[src/arc_pkg.sv]
// Functional notes
// D12 set: channel 1 takes downmix left
// D11 set: channel 2 takes downmix right
// D9..D8 pick channel 6 source, 11 reserved
// D0 gates input mux 1 into downmix
// D1 gates input mux 2 into downmix
// AM enable D20, sequence D19..D18
// D17 picks 455 or 262.5 kHz IF
// D16 picks BCD or binary tuned frequency
// BCD digits at D12, D11..8, D7..4, D3..0
// binary tuned frequency is D10..D0
// pwm selector code is channel minus one
// headphone pins from D30..28 and D26..24
// outputs A, B from D23..20, D19..16
// outputs C, D from D15..12, D11..8
// sub pins from D7..4 and D3..0
// loudness compensation only when 0x0E D6 set
// gain inverse is signed 3.23 in 25..0
// loudness scale is signed 3.23 in 25..0
// D0 satellite, D1 sub compressor on
// D2, D3 tie satellite to channels 3, 4
// software writes zero to reserved bits
// reset gives defaults, reads return writes
//
// package of constants and carriers for the audio routing register bank.
// assumes a single AHB-Lite master and one clock for bus and datapath.
package arc_pkg;

  // register indices; byte address is four times the index
  localparam logic [7:0] IDX_VOLUME_CFG  = 8'h0e;
  localparam logic [7:0] IDX_DOWNMIX_SEL = 8'h21;
  localparam logic [7:0] IDX_AM_CTRL     = 8'h22;
  localparam logic [7:0] IDX_PWM_ROUTE   = 8'h25;
  localparam logic [7:0] IDX_LOUD_GINV   = 8'h26;
  localparam logic [7:0] IDX_LOUD_SCALE  = 8'h28;
  localparam logic [7:0] IDX_DRC_CTRL    = 8'h46;

  // writable bits of each register; the rest read as zero
  localparam logic [31:0] MASK_VOLUME_CFG  = 32'h0000_0040;
  localparam logic [31:0] MASK_DOWNMIX_SEL = 32'h0000_1b03;
  localparam logic [31:0] MASK_AM_CTRL     = 32'h001f_1fff;
  localparam logic [31:0] MASK_PWM_ROUTE   = 32'h77ff_ffff;
  localparam logic [31:0] MASK_LOUD        = 32'h03ff_ffff;
  localparam logic [31:0] MASK_DRC_CTRL    = 32'h0000_000f;

  // values after reset
  localparam logic [31:0] RST_VOLUME_CFG  = 32'h0000_0000;
  localparam logic [31:0] RST_DOWNMIX_SEL = 32'h0000_0203;
  localparam logic [31:0] RST_AM_CTRL     = 32'h0000_0000;
  localparam logic [31:0] RST_PWM_ROUTE   = 32'h0102_1345;
  localparam logic [31:0] RST_LOUD        = 32'h0000_0000;
  localparam logic [31:0] RST_DRC_CTRL    = 32'h0000_0000;

  // field positions
  localparam int BIT_LOUD_EN   = 6;
  localparam int BIT_DMX_CH1   = 12;
  localparam int BIT_DMX_CH2   = 11;
  localparam int LSB_CH6_SRC   = 8;
  localparam int BIT_DMX_FEED1 = 0;
  localparam int BIT_DMX_FEED2 = 1;
  localparam int BIT_AM_EN     = 20;
  localparam int LSB_AM_SEQ    = 18;
  localparam int BIT_AM_IF     = 17;
  localparam int BIT_AM_BIN    = 16;
  localparam int BIT_BCD_THOU  = 12;
  localparam int LSB_BCD_HUND  = 8;
  localparam int LSB_BCD_TENS  = 4;
  localparam int LSB_BCD_UNIT  = 0;
  localparam int BIT_DRC_SAT   = 0;
  localparam int BIT_DRC_SUB   = 1;
  localparam int BIT_DRC_DEP3  = 2;
  localparam int BIT_DRC_DEP4  = 3;

  // pin order: hp left, hp right, A, B, C, D, sub neg, sub pos
  localparam int NUM_PINS = 8;
  localparam int NUM_PWM  = 6;
  localparam int PIN_SEL_LSB [NUM_PINS] = '{28, 24, 20, 16, 12, 8, 4, 0};

  localparam int SAMPLE_W = 24;

  typedef enum logic [1:0] {
    CH6_OWN  = 2'b00,
    CH6_BASS = 2'b01,
    CH6_AVG  = 2'b10,
    CH6_RSVD = 2'b11
  } arc_ch6_src_t;

  typedef struct packed {
    logic        enable;
    logic [1:0]  sequence_sel;
    logic        if_262k5;
    logic        binary_code;
    logic [10:0] tuned_khz;
  } arc_am_cfg_t;

  typedef struct packed {
    logic        comp_en;
    logic [25:0] gain_inv;
    logic [25:0] scale;
  } arc_loud_cfg_t;

  typedef struct packed {
    logic sat_on;
    logic sub_on;
    logic sat_dep_ch3;
    logic sat_dep_ch4;
  } arc_drc_cfg_t;

endpackage : arc_pkg

[src/arc_regs.sv]
// register bank for downmix, AM avoidance, pwm routing, loudness, drc.
// assumes AHB-Lite single word transfers; pwm and samples are on clk_sys.
`timescale 1ns/1ns
`default_nettype none

module arc_regs (
  // clock and reset
  input  wire logic                        clk_sys,
  input  wire logic                        reset,
  // ahb-lite slave
  input  wire logic                        hsel,
  input  wire logic [31:0]                 haddr,
  input  wire logic [1:0]                  htrans,
  input  wire logic                        hwrite,
  input  wire logic [2:0]                  hsize,
  input  wire logic [31:0]                 hwdata,
  input  wire logic                        hready,
  output logic                             hreadyout,
  output logic                             hresp,
  output logic [31:0]                      hrdata,
  // samples into the downmix and processor channels
  input  wire logic [arc_pkg::SAMPLE_W-1:0] mux1_data,
  input  wire logic [arc_pkg::SAMPLE_W-1:0] mux2_data,
  input  wire logic [arc_pkg::SAMPLE_W-1:0] ch6_data,
  input  wire logic [arc_pkg::SAMPLE_W-1:0] bass_data,
  input  wire logic [arc_pkg::SAMPLE_W-1:0] downmix_left,
  input  wire logic [arc_pkg::SAMPLE_W-1:0] downmix_right,
  // samples out
  output logic [arc_pkg::SAMPLE_W-1:0]     downmix_in1,
  output logic [arc_pkg::SAMPLE_W-1:0]     downmix_in2,
  output logic [arc_pkg::SAMPLE_W-1:0]     proc_ch1,
  output logic [arc_pkg::SAMPLE_W-1:0]     proc_ch2,
  output logic [arc_pkg::SAMPLE_W-1:0]     proc_ch6,
  // internal pwm channels and output pins
  input  wire logic [arc_pkg::NUM_PWM-1:0] pwm_chan,
  output logic                             headphone_left_pwm_pin,
  output logic                             headphone_right_pwm_pin,
  output logic                             out_a_pwm,
  output logic                             out_b_pwm,
  output logic                             out_c_pwm,
  output logic                             out_d_pwm,
  output logic                             subwoofer_neg_pwm,
  output logic                             subwoofer_pos_pwm,
  // configuration to the processing datapath
  output arc_pkg::arc_am_cfg_t             am_cfg,
  output arc_pkg::arc_loud_cfg_t           loud_cfg,
  output arc_pkg::arc_drc_cfg_t            drc_cfg
);
  import arc_pkg::*;

  localparam int SW = SAMPLE_W;

  // address phase capture
  logic        wr_pend_q;
  logic [7:0]  wr_idx_q;
  logic        addr_ok;
  logic        acc_req;
  logic [7:0]  acc_idx;

  // stored registers
  logic [31:0] vol_cfg_q;
  logic [31:0] dmx_sel_q;
  logic [31:0] am_ctrl_q;
  logic [31:0] pwm_route_q;
  logic [31:0] loud_ginv_q;
  logic [31:0] loud_scale_q;
  logic [31:0] drc_ctrl_q;

  logic [31:0] rdata_d;
  logic [31:0] rdata_q;

  // datapath
  logic [SW-1:0] ch1_d;
  logic [SW-1:0] ch2_d;
  logic [SW-1:0] ch6_d;
  logic [SW-1:0] feed1_d;
  logic [SW-1:0] feed2_d;
  logic [SW:0]   avg_sum;
  arc_ch6_src_t  ch6_src;

  logic [NUM_PINS-1:0] pin_d;
  logic [NUM_PINS-1:0] pin_q;

  logic [10:0] khz_d;
  arc_am_cfg_t am_cfg_q;

  // selector code to pwm level; an unused code drives the pin low
  function automatic logic pwm_pick(
    input logic [3:0]         sel,
    input logic [NUM_PWM-1:0] chans
  );
    logic res;
    res = 1'b0;
    if (sel < 4'(NUM_PWM)) begin
      res = chans[sel[2:0]];
    end
    return res;
  endfunction : pwm_pick

  // writable bits of a register index; unmapped indices have none
  function automatic logic [31:0] wr_mask(input logic [7:0] idx);
    logic [31:0] m;
    m = 32'h0000_0000;
    unique case (idx)
      IDX_VOLUME_CFG:  m = MASK_VOLUME_CFG;
      IDX_DOWNMIX_SEL: m = MASK_DOWNMIX_SEL;
      IDX_AM_CTRL:     m = MASK_AM_CTRL;
      IDX_PWM_ROUTE:   m = MASK_PWM_ROUTE;
      IDX_LOUD_GINV:   m = MASK_LOUD;
      IDX_LOUD_SCALE:  m = MASK_LOUD;
      IDX_DRC_CTRL:    m = MASK_DRC_CTRL;
      default:         m = 32'h0000_0000;
    endcase
    return m;
  endfunction : wr_mask

  // bcd digits to kilohertz; digits above nine are taken as written
  function automatic logic [10:0] bcd_khz(input logic [31:0] r);
    logic [13:0] acc;
    acc = 14'd0;
    acc = acc + (r[BIT_BCD_THOU] ? 14'd1000 : 14'd0);
    acc = acc + 14'(r[LSB_BCD_HUND +: 4]) * 14'd100;
    acc = acc + 14'(r[LSB_BCD_TENS +: 4]) * 14'd10;
    acc = acc + 14'(r[LSB_BCD_UNIT +: 4]);
    return acc[10:0];
  endfunction : bcd_khz

  // bus
  // zero wait states, always OKAY
  assign hreadyout = 1'b1;
  assign hresp     = 1'b0;
  assign hrdata    = rdata_q;

  assign acc_req = hsel & hready & htrans[1];
  assign acc_idx = haddr[9:2];
  // only word accesses at aligned addresses inside the index range
  assign addr_ok = (haddr[31:10] == 22'h0) && (haddr[1:0] == 2'b00)
                   && (hsize == 3'b010);

  always_ff @(posedge clk_sys or posedge reset) begin
    if (reset) begin
      wr_pend_q <= 1'b0;
      wr_idx_q  <= 8'h00;
    end else begin
      if (hready) begin
        wr_pend_q <= acc_req & hwrite & addr_ok;
        wr_idx_q  <= acc_idx;
      end
    end
  end

  // read data is fetched in the address phase so it stands in the
  // data phase; a write still in its data phase has not landed, so it
  // is forwarded and a back-to-back read of that word sees new data
  always_comb begin
    rdata_d = 32'h0000_0000;
    if (acc_req && !hwrite && addr_ok) begin
      unique case (acc_idx)
        IDX_VOLUME_CFG:  rdata_d = vol_cfg_q;
        IDX_DOWNMIX_SEL: rdata_d = dmx_sel_q;
        IDX_AM_CTRL:     rdata_d = am_ctrl_q;
        IDX_PWM_ROUTE:   rdata_d = pwm_route_q;
        IDX_LOUD_GINV:   rdata_d = loud_ginv_q;
        IDX_LOUD_SCALE:  rdata_d = loud_scale_q;
        IDX_DRC_CTRL:    rdata_d = drc_ctrl_q;
        default:         rdata_d = 32'h0000_0000;
      endcase
      if (wr_pend_q && (wr_idx_q == acc_idx)) begin
        rdata_d = hwdata & wr_mask(acc_idx);
      end
    end
  end

  always_ff @(posedge clk_sys or posedge reset) begin
    if (reset) begin
      rdata_q <= 32'h0000_0000;
    end else begin
      if (hready) begin
        rdata_q <= rdata_d;
      end
    end
  end

  // register writes
  // reserved bits are dropped on write so they always read zero
  always_ff @(posedge clk_sys or posedge reset) begin
    if (reset) begin
      vol_cfg_q    <= RST_VOLUME_CFG;
      dmx_sel_q    <= RST_DOWNMIX_SEL;
      am_ctrl_q    <= RST_AM_CTRL;
      pwm_route_q  <= RST_PWM_ROUTE;
      loud_ginv_q  <= RST_LOUD;
      loud_scale_q <= RST_LOUD;
      drc_ctrl_q   <= RST_DRC_CTRL;
    end else begin
      if (wr_pend_q) begin
        unique case (wr_idx_q)
          IDX_VOLUME_CFG: begin
            vol_cfg_q <= hwdata & MASK_VOLUME_CFG;
          end
          IDX_DOWNMIX_SEL: begin
            dmx_sel_q <= hwdata & MASK_DOWNMIX_SEL;
          end
          IDX_AM_CTRL: begin
            am_ctrl_q <= hwdata & MASK_AM_CTRL;
          end
          IDX_PWM_ROUTE: begin
            pwm_route_q <= hwdata & MASK_PWM_ROUTE;
          end
          IDX_LOUD_GINV: begin
            loud_ginv_q <= hwdata & MASK_LOUD;
          end
          IDX_LOUD_SCALE: begin
            loud_scale_q <= hwdata & MASK_LOUD;
          end
          IDX_DRC_CTRL: begin
            drc_ctrl_q <= hwdata & MASK_DRC_CTRL;
          end
          default: begin
          end
        endcase
      end
    end
  end

  // downmix feed and processor channel sources
  assign ch6_src = arc_ch6_src_t'(dmx_sel_q[LSB_CH6_SRC +: 2]);

  // signed average; the extra bit keeps the sum from wrapping
  assign avg_sum = {downmix_left[SW-1], downmix_left}
                 + {downmix_right[SW-1], downmix_right};

  always_comb begin
    feed1_d = dmx_sel_q[BIT_DMX_FEED1] ? mux1_data : '0;
    feed2_d = dmx_sel_q[BIT_DMX_FEED2] ? mux2_data : '0;
    ch1_d = dmx_sel_q[BIT_DMX_CH1] ? downmix_left : mux1_data;
    ch2_d = dmx_sel_q[BIT_DMX_CH2] ? downmix_right : mux2_data;
    unique case (ch6_src)
      CH6_OWN:  ch6_d = ch6_data;
      CH6_BASS: ch6_d = bass_data;
      CH6_AVG:  ch6_d = avg_sum[SW:1];
      CH6_RSVD: ch6_d = '0; // silence on the reserved code
    endcase
  end

  always_ff @(posedge clk_sys or posedge reset) begin
    if (reset) begin
      downmix_in1 <= '0;
      downmix_in2 <= '0;
      proc_ch1    <= '0;
      proc_ch2    <= '0;
      proc_ch6    <= '0;
    end else begin
      downmix_in1 <= feed1_d;
      downmix_in2 <= feed2_d;
      proc_ch1    <= ch1_d;
      proc_ch2    <= ch2_d;
      proc_ch6    <= ch6_d;
    end
  end

  // pwm routing
  // headphone fields are three bits wide; their top bit is masked off
  // at write, so a four bit slice is safe for every pin
  for (genvar p = 0; p < NUM_PINS; p++) begin : g_pin
    assign pin_d[p] = pwm_pick(
      pwm_route_q[PIN_SEL_LSB[p] +: 4], pwm_chan);
  end

  // one flop of delay on every pin keeps their relative timing equal
  always_ff @(posedge clk_sys or posedge reset) begin
    if (reset) begin
      pin_q <= '0;
    end else begin
      pin_q <= pin_d;
    end
  end

  assign headphone_left_pwm_pin  = pin_q[0];
  assign headphone_right_pwm_pin = pin_q[1];
  assign out_a_pwm               = pin_q[2];
  assign out_b_pwm               = pin_q[3];
  assign out_c_pwm               = pin_q[4];
  assign out_d_pwm               = pin_q[5];
  assign subwoofer_neg_pwm       = pin_q[6];
  assign subwoofer_pos_pwm       = pin_q[7];

  // AM avoidance settings
  always_comb begin
    if (am_ctrl_q[BIT_AM_BIN]) begin
      khz_d = am_ctrl_q[10:0];
    end else begin
      khz_d = bcd_khz(am_ctrl_q);
    end
  end

  always_ff @(posedge clk_sys or posedge reset) begin
    if (reset) begin
      am_cfg_q <= '0;
    end else begin
      am_cfg_q.enable       <= am_ctrl_q[BIT_AM_EN];
      am_cfg_q.sequence_sel <= am_ctrl_q[LSB_AM_SEQ +: 2];
      am_cfg_q.if_262k5     <= am_ctrl_q[BIT_AM_IF];
      am_cfg_q.binary_code  <= am_ctrl_q[BIT_AM_BIN];
      am_cfg_q.tuned_khz    <= khz_d;
    end
  end

  assign am_cfg = am_cfg_q;

  // loudness and compressor settings come straight from registers
  assign loud_cfg.comp_en  = vol_cfg_q[BIT_LOUD_EN];
  assign loud_cfg.gain_inv = loud_ginv_q[25:0];
  assign loud_cfg.scale    = loud_scale_q[25:0];

  assign drc_cfg.sat_on      = drc_ctrl_q[BIT_DRC_SAT];
  assign drc_cfg.sub_on      = drc_ctrl_q[BIT_DRC_SUB];
  assign drc_cfg.sat_dep_ch3 = drc_ctrl_q[BIT_DRC_DEP3];
  assign drc_cfg.sat_dep_ch4 = drc_ctrl_q[BIT_DRC_DEP4];

endmodule : arc_regs

`default_nettype wire
[config.mk]
export PLATFORM = sky130hd
export DESIGN_NAME = arc_regs
export DESIGN_NICKNAME = d
export VERILOG_FILES = /design/src/arc_pkg.sv /design/src/arc_regs.sv
export SDC_FILE = /design/constraint.sdc
export NUM_CORES = 1
export LEC_CHECK = 0
export ABC_AREA = 1
export BUFFER_PORTS_ARGS = -buffer_cell sky130_fd_sc_hd__buf_2
export CAP_MARGIN = 20
export CORE_ASPECT_RATIO = 0.5
export CORE_MARGIN = 3
export CORE_UTILIZATION = 26
export CTS_CLUSTER_SIZE = 20
export DETAILED_ROUTE_END_ITERATION = 8
export PLACE_DENSITY_LB_ADDON = 0.05
export SETUP_SLACK_MARGIN = 0.2
export SLEW_MARGIN = 25
export SYNTH_ARGS = -nofsm -noshare
export SYNTH_HDL_FRONTEND = slang
export SYNTH_SLANG_ARGS = --single-unit
[constraint.sdc]
create_clock -name clk_sys -period 9.3 [get_ports clk_sys]
set_clock_uncertainty 0.2 [all_clocks]
set_input_delay 1.395 -clock clk_sys [delete_from_list [all_inputs] [get_ports clk_sys]]
set_output_delay 1.395 -clock clk_sys [all_outputs]
set_load 0.01 [all_outputs]
==> flow_metrics.env <==
export IMPL_cts_setup_buffers=0
export IMPL_cts_root_buffer_cell="clkbuf_16"
export IMPL_start_util_pct=26.5
export IMPL_synth_cells=1927
export IMPL_nFillCells=6359
export IMPL_die_area_um2=62200
export IMPL_vias=13900
export IMPL_async_flop_share_pct=100
export IMPL_worstPathMaxFanout=5
export IMPL_yosysTopAreaCell="dfrtp_1"
export IMPL_power_density_nw_per_um2=155
export IMPL_grt_total_usage_pct=18.9
export IMPL_antenna_found_initial=0
export IMPL_areaGrowthSynthToFinish_pct=27.4
export IMPL_critPathLaunch="am_ctrl_q[7]$_DFFE_PP0P_"
export IMPL_finalNonFillerCells=3156
export IMPL_tightest_slew_ps=1040
export IMPL_ios=459
export IMPL_io_buffers=451
export IMPL_clk_path_buf_depth=3
export IMPL_cts_resized=0
export IMPL_drcViolationCount=0
export IMPL_slew_headroom_pct=30.4
export IMPL_core_um2=57900
export IMPL_hold_path_class="register to register"
export IMPL_power_switching_uw=807
export IMPL_drive_above_1_share_pct=25.4
export IMPL_synthFlopType="dfrtp_1"
export IMPL_p_sw_share_pct=26.7
export IMPL_yosysMostFrequentCell="nand2_1"
export IMPL_rr_startpoint="am_ctrl_q[7]$_DFFE_PP0P_"
export IMPL_synth_edf_count=0
export IMPL_synth_cells_most_frequent="683 x nand2_1, 283 x dfrtp_1, 215 x inv_1, 174 x o21ai_0, 130 x nand3_1"
export IMPL_finalSetupViolations=0
export IMPL_ant_nets=0
export IMPL_pwr_share_clk_pct=45.2
export IMPL_ys_ff_latch=294
export IMPL_nNetsFinal=2650
export IMPL_synthDistinctLibCells=44
export IMPL_overflow=0
export IMPL_ys_seq_area_share_pct=48.0
export IMPL_worstHoldStart="am_ctrl_q[19]$_DFFE_PP0P_"
export IMPL_cts_sinks=294
export IMPL_rsz0062_at_grt="false"
export IMPL_grt_pass1_wl_um=89400
export IMPL_grt_max_degree=157
export IMPL_dp_cells=3092
export IMPL_die_h_um=178
export IMPL_max_freq_mhz=268
export IMPL_synth_top_area_share_pct=46.1
export IMPL_p_int_uw=2220
export IMPL_startpoint_type="register"
export IMPL_power_share_combinational_pct=11.1
export IMPL_dieWidth_um=350
export IMPL_peakVddDrop_v=0.0000973
export IMPL_min_period_ps=3730
export IMPL_drt_pass1_iterations=5
export IMPL_htreeDepth=2
export IMPL_avgSynthCellArea_um2=7.97
export IMPL_final_max_slew_viol_count=0
export IMPL_viasPerCell=4.40
export IMPL_hold_ws_ps=203
export IMPL_drt_wl_total_um=59300
export IMPL_path_class="register to register"
export IMPL_dp_hpwl_um=42900
export IMPL_finalCritPeriodShare_pct=40.1
export IMPL_synthTopCellsByArea="dfrtp_1 46%, nand2_1 17%, o21ai_0 5.7%"
export IMPL_cts_hold_buf=0
export IMPL_tns_ps=0
export IMPL_cts_buffers_inserted=34
export IMPL_regArea_um2=7370
export IMPL_max_cap_violations=0
export IMPL_path_clk_slew_ps=60
export IMPL_syn_area_um2=15400
export IMPL_grt_pass1_vias=14400
export IMPL_drtIter0Drc=720
export IMPL_cts_tree="built"
export IMPL_clock_latency_ps=540
export IMPL_yosys_warnings=0
export IMPL_p_seq_share_pct=43.7
export IMPL_end_kind="register"
export IMPL_hold_viol_final=0
export IMPL_num_rows=62
export IMPL_outcome="finished, final reports clean"
export IMPL_multi_input_area_um2=6850
export IMPL_finalWeightedCongestion=0.810
export IMPL_drt_wirelength_per_cell_um=18.8
export IMPL_p_leak_uw=0.0107
export IMPL_arrival_ps=3920
export IMPL_cp_required_ps=9500
[worst max-delay path: stages, from the launching register on]
cell and delay (ps):
dfrtp_1 450, ha_1 310, ha_1 230, fa_1 380, xor2_1 200, fa_1 450, ha_1 310, ha_1 360
a21oi_1 180, nand2_1 90, nand2_1 90, nand2_1 50, nand2_1 70, nand3_1 70, nand3_1 70, o21ai_0 90
[registers in the layout (all words and copies together) (netlist names)]
register,flops
wr_pend_q,1
vol_cfg_q,1
proc_ch2,24
pin_q,8
downmix_in1,24
loud_ginv_q,26
proc_ch1,24
loud_scale_q,26
proc_ch6,24
downmix_in2,24
pwm_route_q,30
am_cfg,16
dmx_sel_q,6
drc_ctrl_q,4
am_ctrl_q,18
hrdata,30
wr_idx_q,8
[cell usage in the layout, fill, tap and decap left out, types with 13 or more instances in the layout]
cell / instances
nand2_1: 683
buf_2: 451
dfrtp_1: 281
inv_1: 214
o21ai_0: 174
nand3_1: 128
nor2_1: 100
ha_1: 54
mux2_2: 46
clkbuf_16: 35
a21oi_1: 34
nand4_1: 21
nand3b_1: 13
[routing by layer]
layer	vias to the layer above	wire length, um	global-route usage (%)
li1	7010	-	-
met3	59	2430	3.16
met1	6577	26200	24.0
met2	252	29900	34.3
met4	0	799	3.17
met5	-	0	0
[cells by family (layout without fill, tap and decap cells)]
logic type | Yosys count | after routing | synth area share (%)
AOI/OAI and AO/OA | 235 | 235 | 8.15
xor gates and xnor gates | 8 | 8 | 0.456
adders and majority gates | 64 | 64 | 5.70
buffers and inverters | 295 | 753 | 7.60
DFF | 294 | 294 | 48.0
muxes | 51 | 51 | 3.70
other | 2 | 5 | 0.0489
and+or+nand+nor | 978 | 978 | 26.3
[stage by stage]
stage | power [uW] | util [%] | worst slack [ps] | area (um2)
floorplan | 1530 | - | 3810 | 15400
global placement | 1680 | 31.8 | 4970 | 18400
detailed placement | 1680 | 31.8 | 4990 | 18400
CTS | 3090 | 33.7 | 5560 | 19500
global route | 3180 | 33.8 | 5300 | 19600
finish | 3020 | 33.8 | 5570 | 19600
[final cells by class]
class                           instances  share of cell area, %
Inverter                              226                   4.36
Antenna cell                            1                 0.0128
Clock inverter                          9                  0.448
Tap cell                              768                   4.91
Sequential cell                       294                   37.7
Timing Repair Buffer                  466                   12.4
Multi-Input combinational cell       1340                   35.0
Clock buffer                           52                   5.21
[final timing paths]
path	endpoint	slack (ps)	depth (start not counted)
setup reg to reg	am_cfg[9]$_DFF_PP0_	5570	15
hold reg to reg	am_cfg[14]$_DFF_PP0_	200	0
setup / recovery	am_cfg[9]$_DFF_PP0_	5570	15
min in group asynchronous	proc_ch1[23]$_DFF_PP0_	840	3
hold / removal	am_cfg[14]$_DFF_PP0_	200	0
max in group asynchronous	pwm_route_q[24]$_DFFE_PP1P_	6700	5
[power by group through the flow]
stage               Clock [uW]  Sequential, uW  Combinational (uW)
floorplan                    0            1360                 175
global placement             0            1350                 339
detailed placement           0            1350                 339
CTS                       1420            1320                 340
global route              1470            1320                 384
finish                    1370            1320                 334
(Power assumes the default switching activity.)
